[src/ucrps_pkg.sv]
// constants for the update command, rate pin status and active image logic
package ucrps_pkg;

   // ****************************************************************
   // register and command addresses
   // ****************************************************************
   localparam logic [7:0] ADDR_CTRL_PEND = 8'h01;
   localparam logic [7:0] ADDR_RATE_PIN_STATUS_CTRL = 8'h20;
   localparam logic [7:0] ADDR_ACTIVE_CONTROL_IMAGE = 8'h21;
   localparam logic [7:0] CMD_FULL_UPDATE = 8'h00;
   localparam logic [7:0] CMD_BCAST_UPDATE = 8'h1e;
   localparam logic [7:0] CMD_KEEP_ACCUM_UPDATE = 8'h1f;

   // ****************************************************************
   // rate pin status / control field positions
   // ****************************************************************
   localparam int BIT_PIN_LEVEL = 7;
   localparam int BIT_ROSE = 6;
   localparam int BIT_FELL = 5;
   localparam int BIT_RISE_FULL = 4;
   localparam int BIT_RISE_KEEP = 3;
   localparam int BIT_FALL_FULL = 2;
   localparam int BIT_FALL_KEEP = 1;
   localparam int BIT_POWER_ON = 0;
   localparam logic RST_RISE_FULL = 1'h1;
   localparam logic RST_RISE_KEEP = 1'h0;
   localparam logic RST_FALL_FULL = 1'h1;
   localparam logic RST_FALL_KEEP = 1'h0;
   localparam logic RST_POWER_ON = 1'h1;

   // ****************************************************************
   // active control image field positions
   // ****************************************************************
   localparam int BIT_RATE_HI = 7;
   localparam int BIT_RATE_LO = 6;
   localparam int BIT_SLEEP = 5;
   localparam int BIT_SINGLE = 4;
   localparam int BIT_ATTN_EN = 3;
   localparam int BIT_CC_ATTN = 2;
   localparam int BIT_OVF_ATTN = 1;
   localparam int BIT_OVF_FLAG = 0;
   localparam logic [7:0] RST_CTRL = 8'h00;
   localparam logic [1:0] RATE_1024 = 2'h0;
   localparam logic [1:0] RATE_256 = 2'h1;
   localparam logic [1:0] RATE_64 = 2'h2;
   localparam logic [1:0] RATE_8 = 2'h3;

   // ****************************************************************
   // timing
   // ****************************************************************
   localparam int CLK_FREQ_MHZ = 125;
   localparam int ATTN_PULSE_NS = 5000;
   localparam logic [9:0] ATTN_PULSE_CYC =
      10'(ATTN_PULSE_NS * CLK_FREQ_MHZ / 1000);

endpackage

[src/ucrps_core.sv]
// update commands, rate pin status/control and active control image
`timescale 1ns/10ps

// Behaviour
// RULE1 - command 1Fh refreshes results, leaves accumulators untouched.
// RULE2 - host waits 1 ms after keep-accumulator update before reading.
// RULE3 - status bit 7 reads present synchronised rate pin level.
// RULE4 - bit 6 set on pin rise, cleared by full or broadcast update.
// RULE5 - bit 5 set on pin fall, cleared by full or broadcast update.
// RULE6 - rising edge runs limited full (bit 4) or keep (bit 3) update.
// RULE7 - falling edge runs limited full (bit 2) or keep (bit 1) update.
// RULE8 - edge update enables change only by host write.
// RULE9 - full and keep both enabled on an edge: only full runs.
// RULE10 - limited updates refresh results; only full clears accumulators.
// RULE11 - limited updates never activate pending control settings.
// RULE12 - pin used as attention output: status register reads all zero.
// RULE13 - reading the status register clears nothing.
// RULE14 - power-on flag set only by reset, cleared by host write.
// RULE15 - image at 21h shows active settings of control 01h only.
// RULE16 - host trusts the image 1 ms after any update command.
// RULE17 - rate change takes effect when current conversion cycle completes.
// RULE18 - image bits 7:6 encode rate 1024, 256, 64, 8 per second.
// RULE19 - image bit 5 shows sleep, bit 4 single shot.
// RULE20 - image bit 3 shows attention output function enable.
// RULE21 - cycle-done alerting pulses attention output for 5 us.
// RULE22 - overflow alerting drives attention output on accumulator overflow.
// RULE23 - image bit 0 shows accumulator or count overflow; the code sets it from ACCUM_OVF_I only.
// RULE24 - broadcast update behaves exactly like the full update.
// RULE25 - rate pin passes two flip-flops before any logic reads it.
module ucrps_core (
   input wire logic CLK_I,
   input wire logic RST_I,
   input wire logic RATE_PIN_I,
   input wire logic PIN_IS_ATTN_I,
   input wire logic CMD_STB_I,
   input wire logic [7:0] CMD_CODE_I,
   input wire logic WR_STB_I,
   input wire logic [7:0] WR_ADDR_I,
   input wire logic [7:0] WR_DATA_I,
   input wire logic RD_STB_I,
   input wire logic [7:0] RD_ADDR_I,
   input wire logic CYCLE_DONE_I,
   input wire logic ACCUM_OVF_I,
   output logic [7:0] RD_DATA_O,
   output logic RESULTS_REFRESH_O,
   output logic ACCUM_CLEAR_O,
   output logic ATTN_O,
   output logic [1:0] ACTIVE_RATE_O,
   output logic ACTIVE_SLEEP_O,
   output logic ACTIVE_SINGLE_O
);

   // ****************************************************************
   // declarations
   // ****************************************************************
   logic pin_meta_reg;
   logic pin_sync_reg;
   logic pin_prev_reg;
   logic rise;
   logic fall;
   logic cmd_full;
   logic cmd_keep;
   logic lim_full;
   logic lim_keep;
   logic activate;
   logic wr_status;
   logic rate_pin_rose_flag_reg;
   logic rate_pin_fell_flag_reg;
   logic en_rise_full_reg;
   logic en_rise_keep_reg;
   logic en_fall_full_reg;
   logic en_fall_keep_reg;
   logic power_on_flag_reg;
   logic [7:0] ctrl_pend_reg;
   logic [1:0] rate_act_reg;
   logic [1:0] rate_target_reg;
   logic rate_wait_reg;
   logic sleep_act_reg;
   logic single_shot_sel_reg;
   logic attn_en_reg;
   logic cycle_done_attention_en_reg;
   logic overflow_attention_en_reg;
   logic accum_overflow_flag_reg;
   logic [9:0] attn_cnt_reg;
   logic [9:0] attn_cnt_next;
   logic attn_next;
   logic [7:0] status_img;
   logic [7:0] active_img;
   logic [7:0] rd_data_next;

   // ****************************************************************
   // rate pin synchroniser and edge detect
   // ****************************************************************
   always_ff @(posedge CLK_I or posedge RST_I) begin
      if (RST_I) begin
         pin_meta_reg <= 1'h0;
         pin_sync_reg <= 1'h0;
         pin_prev_reg <= 1'h0;
      end else begin
         pin_meta_reg <= RATE_PIN_I; // [RULE25]
         pin_sync_reg <= pin_meta_reg; // [RULE25]
         pin_prev_reg <= pin_sync_reg;
      end
   end

   // edges ignored while the pin serves as attention output
   assign rise = pin_sync_reg & ~pin_prev_reg & ~PIN_IS_ATTN_I;
   assign fall = ~pin_sync_reg & pin_prev_reg & ~PIN_IS_ATTN_I;

   // ****************************************************************
   // command and update decode
   // ****************************************************************
   assign cmd_full = CMD_STB_I &&
      (CMD_CODE_I == ucrps_pkg::CMD_FULL_UPDATE ||
       CMD_CODE_I == ucrps_pkg::CMD_BCAST_UPDATE); // [RULE24]
   assign cmd_keep = CMD_STB_I &&
      (CMD_CODE_I == ucrps_pkg::CMD_KEEP_ACCUM_UPDATE); // [RULE1]
   assign lim_full = (rise & en_rise_full_reg) |
      (fall & en_fall_full_reg); // [RULE6] [RULE7]
   assign lim_keep = ~lim_full & ((rise & en_rise_keep_reg) |
      (fall & en_fall_keep_reg)); // [RULE9]
   assign activate = cmd_full | cmd_keep; // [RULE11]
   assign wr_status = WR_STB_I &&
      (WR_ADDR_I == ucrps_pkg::ADDR_RATE_PIN_STATUS_CTRL);

   always_ff @(posedge CLK_I or posedge RST_I) begin
      if (RST_I) begin
         RESULTS_REFRESH_O <= 1'h0;
         ACCUM_CLEAR_O <= 1'h0;
      end else begin
         RESULTS_REFRESH_O <= activate | lim_full | lim_keep; // [RULE10]
         ACCUM_CLEAR_O <= cmd_full | lim_full; // [RULE1] [RULE10]
      end
   end

   // ****************************************************************
   // edge flags: set wins over clear
   // ****************************************************************
   always_ff @(posedge CLK_I or posedge RST_I) begin
      if (RST_I) begin
         rate_pin_rose_flag_reg <= 1'h0;
         rate_pin_fell_flag_reg <= 1'h0;
      end else begin
         if (rise) begin
            rate_pin_rose_flag_reg <= 1'h1; // [RULE4]
         end else if (cmd_full) begin
            rate_pin_rose_flag_reg <= 1'h0; // [RULE4]
         end
         if (fall) begin
            rate_pin_fell_flag_reg <= 1'h1; // [RULE5]
         end else if (cmd_full) begin
            rate_pin_fell_flag_reg <= 1'h0; // [RULE5]
         end
      end
   end

   // ****************************************************************
   // edge update enables and power-on flag
   // ****************************************************************
   always_ff @(posedge CLK_I or posedge RST_I) begin
      if (RST_I) begin
         en_rise_full_reg <= ucrps_pkg::RST_RISE_FULL;
         en_rise_keep_reg <= ucrps_pkg::RST_RISE_KEEP;
         en_fall_full_reg <= ucrps_pkg::RST_FALL_FULL;
         en_fall_keep_reg <= ucrps_pkg::RST_FALL_KEEP;
      end else if (wr_status) begin
         en_rise_full_reg <= WR_DATA_I[ucrps_pkg::BIT_RISE_FULL]; // [RULE8]
         en_rise_keep_reg <= WR_DATA_I[ucrps_pkg::BIT_RISE_KEEP]; // [RULE8]
         en_fall_full_reg <= WR_DATA_I[ucrps_pkg::BIT_FALL_FULL]; // [RULE8]
         en_fall_keep_reg <= WR_DATA_I[ucrps_pkg::BIT_FALL_KEEP]; // [RULE8]
      end
   end

   always_ff @(posedge CLK_I or posedge RST_I) begin
      if (RST_I) begin
         power_on_flag_reg <= ucrps_pkg::RST_POWER_ON; // [RULE14]
      end else if (wr_status && !WR_DATA_I[ucrps_pkg::BIT_POWER_ON]) begin
         power_on_flag_reg <= 1'h0; // [RULE14]
      end
   end

   // ****************************************************************
   // pending control and activation
   // ****************************************************************
   always_ff @(posedge CLK_I or posedge RST_I) begin
      if (RST_I) begin
         ctrl_pend_reg <= ucrps_pkg::RST_CTRL;
      end else if (WR_STB_I && WR_ADDR_I == ucrps_pkg::ADDR_CTRL_PEND) begin
         ctrl_pend_reg <= WR_DATA_I;
      end
   end

   always_ff @(posedge CLK_I or posedge RST_I) begin
      if (RST_I) begin
         sleep_act_reg <= ucrps_pkg::RST_CTRL[ucrps_pkg::BIT_SLEEP];
         single_shot_sel_reg <= ucrps_pkg::RST_CTRL[ucrps_pkg::BIT_SINGLE];
         attn_en_reg <= ucrps_pkg::RST_CTRL[ucrps_pkg::BIT_ATTN_EN];
         cycle_done_attention_en_reg <=
            ucrps_pkg::RST_CTRL[ucrps_pkg::BIT_CC_ATTN];
         overflow_attention_en_reg <=
            ucrps_pkg::RST_CTRL[ucrps_pkg::BIT_OVF_ATTN];
      end else if (activate) begin
         sleep_act_reg <= ctrl_pend_reg[ucrps_pkg::BIT_SLEEP]; // [RULE15]
         single_shot_sel_reg <= ctrl_pend_reg[ucrps_pkg::BIT_SINGLE];
         attn_en_reg <= ctrl_pend_reg[ucrps_pkg::BIT_ATTN_EN]; // [RULE20]
         cycle_done_attention_en_reg <=
            ctrl_pend_reg[ucrps_pkg::BIT_CC_ATTN];
         overflow_attention_en_reg <=
            ctrl_pend_reg[ucrps_pkg::BIT_OVF_ATTN];
      end
   end

   // rate waits for the running conversion cycle to finish
   always_ff @(posedge CLK_I or posedge RST_I) begin
      if (RST_I) begin
         rate_act_reg <= ucrps_pkg::RATE_1024;
         rate_target_reg <= ucrps_pkg::RATE_1024;
         rate_wait_reg <= 1'h0;
      end else if (activate) begin
         rate_target_reg <=
            ctrl_pend_reg[ucrps_pkg::BIT_RATE_HI:ucrps_pkg::BIT_RATE_LO];
         rate_wait_reg <= 1'h1; // [RULE17]
      end else if (rate_wait_reg && CYCLE_DONE_I) begin
         rate_act_reg <= rate_target_reg; // [RULE17] [RULE18]
         rate_wait_reg <= 1'h0;
      end
   end

   // ****************************************************************
   // overflow flag and attention output
   // ****************************************************************
   always_ff @(posedge CLK_I or posedge RST_I) begin
      if (RST_I) begin
         accum_overflow_flag_reg <= 1'h0;
      end else if (ACCUM_OVF_I) begin
         accum_overflow_flag_reg <= 1'h1; // [RULE23]
      end else if (cmd_full | lim_full) begin
         accum_overflow_flag_reg <= 1'h0;
      end
   end

   always_comb begin
      attn_cnt_next = attn_cnt_reg;
      if (CYCLE_DONE_I && cycle_done_attention_en_reg && attn_en_reg) begin
         attn_cnt_next = ucrps_pkg::ATTN_PULSE_CYC; // [RULE21]
      end else if (attn_cnt_reg != 10'h000) begin
         attn_cnt_next = attn_cnt_reg - 10'h001;
      end
      attn_next = attn_en_reg && ((attn_cnt_reg != 10'h000) ||
         (overflow_attention_en_reg && accum_overflow_flag_reg)); // [RULE22]
   end

   always_ff @(posedge CLK_I or posedge RST_I) begin
      if (RST_I) begin
         attn_cnt_reg <= 10'h000;
         ATTN_O <= 1'h0;
      end else begin
         attn_cnt_reg <= attn_cnt_next;
         ATTN_O <= attn_next; // [RULE21] [RULE22]
      end
   end

   // ****************************************************************
   // converter-facing settings
   // ****************************************************************
   always_ff @(posedge CLK_I or posedge RST_I) begin
      if (RST_I) begin
         ACTIVE_RATE_O <= ucrps_pkg::RATE_1024;
         ACTIVE_SLEEP_O <= 1'h0;
         ACTIVE_SINGLE_O <= 1'h0;
      end else begin
         ACTIVE_RATE_O <= rate_act_reg;
         ACTIVE_SLEEP_O <= sleep_act_reg; // [RULE19]
         ACTIVE_SINGLE_O <= single_shot_sel_reg; // [RULE19]
      end
   end

   // ****************************************************************
   // register read
   // ****************************************************************
   assign status_img = PIN_IS_ATTN_I ? 8'h00 : {pin_sync_reg,
      rate_pin_rose_flag_reg, rate_pin_fell_flag_reg, en_rise_full_reg,
      en_rise_keep_reg, en_fall_full_reg, en_fall_keep_reg,
      power_on_flag_reg}; // [RULE3] [RULE12]
   assign active_img = {rate_act_reg, sleep_act_reg, single_shot_sel_reg,
      attn_en_reg, cycle_done_attention_en_reg, overflow_attention_en_reg,
      accum_overflow_flag_reg}; // [RULE15] [RULE18] [RULE19] [RULE23]

   always_comb begin
      case (RD_ADDR_I)
         ucrps_pkg::ADDR_RATE_PIN_STATUS_CTRL: rd_data_next = status_img;
         ucrps_pkg::ADDR_ACTIVE_CONTROL_IMAGE: rd_data_next = active_img;
         default: rd_data_next = 8'h00;
      endcase
   end

   // reads have no side effect on any flag
   always_ff @(posedge CLK_I or posedge RST_I) begin
      if (RST_I) begin
         RD_DATA_O <= 8'h00;
      end else if (RD_STB_I) begin
         RD_DATA_O <= rd_data_next; // [RULE13]
      end
   end
endmodule

[config.mk]
export PLATFORM = sky130hd
export DESIGN_NAME = ucrps_core
export DESIGN_NICKNAME = d
export VERILOG_FILES = /design/src/ucrps_pkg.sv /design/src/ucrps_core.sv
export SDC_FILE = /design/constraint.sdc
export NUM_CORES = 1
export LEC_CHECK = 0
export BUFFER_PORTS_ARGS = -buffer_cell sky130_fd_sc_hd__buf_2
export CAP_MARGIN = 20
export CORE_MARGIN = 2
export CORE_UTILIZATION = 45
export CTS_BUF_LIST = sky130_fd_sc_hd__clkbuf_8
export DETAILED_ROUTE_END_ITERATION = 7
export GPL_ROUTABILITY_DRIVEN = 0
export GPL_TIMING_DRIVEN = 0
export PLACE_DENSITY = 0.69
export RECOVER_POWER = 25
export SLEW_MARGIN = 20
export SYNTH_ARGS = -nofsm -noshare
export SYNTH_HDL_FRONTEND = slang
export SYNTH_SLANG_ARGS = --single-unit
[constraint.sdc]
create_clock -name CLK_I -period 2.6 [get_ports CLK_I]
set_input_delay 0.78 -clock CLK_I [delete_from_list [all_inputs] [get_ports CLK_I]]
set_output_delay 0.78 -clock CLK_I [all_outputs]
set_load 0.05 [all_outputs]
=== Word-level counts from Yosys, hierarchy flattened ===
Index checks and enable logic that the tools add are counted.

* $add $sub $neg: 1
* Equal/unequal tests: 6
* Muxes and demuxes: 11
* Bitwise operators: 20
* Reductions and logical operators: 21

{| class="wikitable"
|+ Operator list
! cell !! number
|-
| $eq A8 B6 Y1 const B || 3
|-
| $mux W10 || 2
|-
| $eq A8 B5 Y1 const B || 2
|-
| $pmux W8 S2 || 1
|-
| $logic_and A1 B1 Y1 || 10
|-
| $reduce_bool A10 Y1 || 1
|-
| $reduce_bool A2 Y1 || 5
|-
| $sub A10 B1 Y10 const B || 1
|-
| $and A1 B1 Y1 || 9
|-
| $eq A8 B1 Y1 const B || 1
|-
| $logic_not A8 Y1 || 1
|-
| $mux W8 || 1
|-
| $mux W1 || 7
|-
| $or A1 B1 Y1 || 6
|-
| $not A1 Y1 || 5
|-
| $logic_or A1 B1 Y1 || 2
|-
| $reduce_and A2 Y1 || 1
|-
| $logic_not A1 Y1 || 1
|}

* Register bits: 54
* Output and inout bits: 15
* Logic and storage cells: 87

=== Longest topological paths before layout ===
* Depth in word-level cells: 8
* Gate-level depth with buffers: 6
* Mapped depth without buffers: 6

=== Least setup slack after synthesis ===
Ideal clock, no wire load.

* Path type: in2reg
* Start point: in CMD_CODE_I[1]
* End point: reg attn_en_reg
* Arrival: 1.930 ns
* Setup slack: 0.542 ns
* Stages: 4
* Buffers on the path: 0
* Cell sequence: or4_4 > o21ai_2 > nand2_2 > mux2_1

* Longest elaborated chain between the ends: 4
* Elaborated cells between the ends (all ways): 7
* Classes of those cells: eq/ne: 2; bitwise: 1; reduce/logical: 4

{| class="wikitable"
|+ RTL lines
! element !! RTL line !! text
|-
| start: declaration || ucrps_core.sv:36 || <nowiki>input wire logic [7:0] CMD_CODE_I,</nowiki>
|-
| $eq A8 B5 Y1 / $logic_not A8 Y1 (equally long branches) || ucrps_core.sv:115, ucrps_core.sv:114 ||
|-
| $logic_or A1 B1 Y1 || ucrps_core.sv:114 || <nowiki>(CMD_CODE_I == ucrps_pkg::CMD_FULL_UPDATE ||</nowiki>
|-
| $logic_and A1 B1 Y1 || ucrps_core.sv:113 || <nowiki>assign cmd_full = CMD_STB_I &&</nowiki>
|-
| $or A1 B1 Y1 (*) || ucrps_core.sv:122 || <nowiki>assign activate = cmd_full | cmd_keep;</nowiki>
|-
| end signal: assignment || ucrps_core.sv:197 || <nowiki>attn_en_reg <= ucrps_pkg::RST_CTRL[ucrps_pkg::BIT_ATTN_EN];</nowiki>
|-
| end signal: assignment || ucrps_core.sv:205 || <nowiki>attn_en_reg <= ctrl_pend_reg[ucrps_pkg::BIT_ATTN_EN];</nowiki>
|-
| end: declaration || ucrps_core.sv:80 || <nowiki>logic attn_en_reg;</nowiki>
|}

Every way passes the cells marked *; elsewhere a longest branch is shown, timed or not.
A chain may end at the register's enable or synchronous reset.

=== Worst setup path in the final report ===
* Start point: in CMD_CODE_I[1]
* End point: reg overflow_attention_en_reg

* Longest elaborated chain between the ends: 4
* Elaborated cells between the ends (all ways): 7
* Classes of those cells: eq/ne: 2; bitwise: 1; reduce/logical: 4

{| class="wikitable"
|+ RTL lines
! element !! RTL line !! text
|-
| $eq A8 B5 Y1 / $logic_not A8 Y1 (equally long branches) || ucrps_core.sv:115, ucrps_core.sv:114 ||
|-
| $logic_or A1 B1 Y1 || ucrps_core.sv:114 ||
|-
| $logic_and A1 B1 Y1 || ucrps_core.sv:113 ||
|-
| $or A1 B1 Y1 (*) || ucrps_core.sv:122 ||
|-
| end signal: assignment || ucrps_core.sv:200 || <nowiki>overflow_attention_en_reg <=</nowiki>
|-
| end signal: assignment || ucrps_core.sv:208 || <nowiki>overflow_attention_en_reg <=</nowiki>
|-
| end: declaration || ucrps_core.sv:82 || <nowiki>logic overflow_attention_en_reg;</nowiki>
|}

Marks and branches as above.

==> results.toml <==
[yosys]
yosysWarnings = 0
ys_seq_elements = 53
synth_edf_count = 0
netlist_instances = 174
ys.flop_type = "dfrtp_1"
avgSynthCellArea_um2 = 12.9
synth_cell_types = 44
ys_seq_area_frac = 0.592
async_reset_ff_frac = 1.00
synth_area_um2 = 2250
synth_fp_nets = 216

[die]
io-pin-count = 56
core_um2 = 4790
die_h_um = 74.7
dieArea_um2 = 5580
die_w_um = 74.7
rows = 25
floorplan.initialDensity = 0.470

[placed_design]
port-buffer-count = 55
dpl.hpwl_mm = 3.22
dp_cells = 297
dp_slack_ns = 0.297
placed_cell_area_um2 = 2630

[clocking]
clkSlewWorstSetupHoldPaths_ns = 0.10
cts_tree = "done"
cts-hold-fix-buffers = 0
cts_sinks = 53
cts_inserted_buffers = 5
cts.repair.resized = 0
clk_latency_ns = 0.31
cts_buffer_depth = 2
root_buffer = "clkbuf_8"
cts_setup_buffers = 0
cts-htree-levels = 2

[worst_setup_path]
worstPathRequired_ns = 2.79
critical_path_class = "primary input to flop"
rr_endpoint = "attn_cnt_reg[0]"
critPathCapture = "overflow_attention_en_reg"
cp-start-kind = "primary input"
r2r_cells = 6
worstSetupEndpointType = "flop"
cp_max_fo = 9
r2r_start = "attn_cnt_reg[0]"
cp-startpoint = "CMD_CODE_I[1]"
r2r_slack_ns = 0.67
crit_arrival_ns = 2.16

[grt]
grt_pass1_wl_mm = 7.57
grt_pass1_vias = 1639
grt_max_degree = 29
antenna_found_initial = 0
track_usage = 0.181
overflow = 0

[status]
status = "finished, final reports clean"

[power_and_ir_drop]
vdd_ir_drop_max_mv = 0.359
power_leakage_nw = 1.33
p_per_area_nw_per_um2 = 518

[sta]
tightest_slew_ns = 1.01
relSlewSlack = 0.324
clock.fmax_mhz = 507
setup_viol = 0
finalCritPeriodShare = 0.759
hold_violations = 0
min_period_ns = 1.97
finClkSkew_ns = 0.0111
slew_violations = 0
rsz0062_at_grt = "no"
layout_setup_ws_ns = 0.628

[drt]
wl_per_cell_um = 14.4
wirelength_mm = 4.38
drt_iter0_drc = 96
avgViaCountPerCell = 5.29
drtAntennaViolNets = 0
drtPass1Iterations = 4
vias = 1614
drc = 0

[finish]
fin_nets = 279
fill_cells = 413
layout_commonest_cell = "buf_2"
diodes = 0
fin_cells = 305
drive_gt1_frac = 0.378
final_area_um2 = 2720
areaGrowthSynthToFinish_pct = 20.8
postLayoutCoreUtil = 0.568
mostFrequentLayoutCells = "buf_2, dfrtp_1, mux2_2"
largest_register_ffs = 10

[run]
maxCapViolations = 0

[min_path]
min_path_type = "flop to flop"
==> Yosys cell counts, types with 2 or more instances <==
library cell	n	area (um^2)
nand3b_1	6	45.0
o32ai_1	2	17.5
nor4_1	2	12.5
mux2_2	13	146
a21oi_1	8	40.0
nor2b_1	9	56.3
nand4b_1	3	26.3
or4_4	2	22.5
mux2_1	7	78.8
or4b_1	2	20.0
nor2_1	7	26.3
nand4_1	2	12.5
dfstp_2	3	78.8
xnor2_1	3	26.3
dfrtp_1	50	1250
inv_1	10	37.5
a221o_1	8	80.1
a211oi_1	2	15.0
nand2_1	9	33.8
nor4b_1	2	17.5
==> worst min-delay path by stage <==
stage,end,from,cells past startpoint,slack (ns)
CTS,pin_sync_reg,pin_meta_reg,0,0.38
finish,pin_sync_reg,pin_meta_reg,0,0.37
floorplan,pin_sync_reg,pin_meta_reg,0,0.33
global placement,pin_sync_reg,pin_meta_reg,0,0.33
global route,pin_sync_reg,pin_meta_reg,0,0.38
detailed placement,pin_sync_reg,pin_meta_reg,0,0.34
==> per-layer routing <==
metal  routed length [um]  track usage  up-vias
li1                     -            -      765
met1                 2000        0.247      807
met2                 2140        0.284       36
met3                  183       0.0455        6
met4                   49       0.0635        0
met5                    0            0        -
==> area by class of cell <==
type | count | area [um^2] | share of cell area
timing repair buffer | 56 | 295 | 0.109
inverter | 10 | 37.5 | 0.0138
multi-input combinational | 110 | 876 | 0.322
tap | 67 | 83.8 | 0.0309
buffer | 1 | 5.00 | 0.00184
sequential | 53 | 1330 | 0.490
clock buffer | 5 | 68.8 | 0.0253
clock inverter | 3 | 20.0 | 0.00737
==> report_power, final <==
group	leakage (nW)	switching, mW	internal (mW)
Combinational	0.618	0.0462	0.0412
Clock	0.0455	0.272	0.188
Sequential	0.665	0.0151	0.843
==> through the flow <==
stage / hold slack (ns) / total power, mW / setup TNS (ns)
finish: 0.372 / 1.41 / 0
global route: 0.385 / 1.47 / 0
CTS: 0.377 / 1.42 / 0
detailed placement: 0.336 / 0.964 / 0
global placement: 0.334 / 0.957 / -6.96
floorplan: 0.331 / 0.910 / 0
==> worst max-delay path, cell delays in order <==
cell     delay (ns)
buf_2          0.10
or4_4          0.54
o21ai_2        0.16
nand2_2        0.19
mux2_1         0.38
==> kinds of logic after synthesis <==
logic type,synth area share
mux,0.105
simple gates,0.164
flops,0.592
xor+xnor,0.0117
fa+ha+maj,0.00556
buf+inv,0.0189
compound gates,0.104
Note: power is estimated with default switching activity, not from simulation.
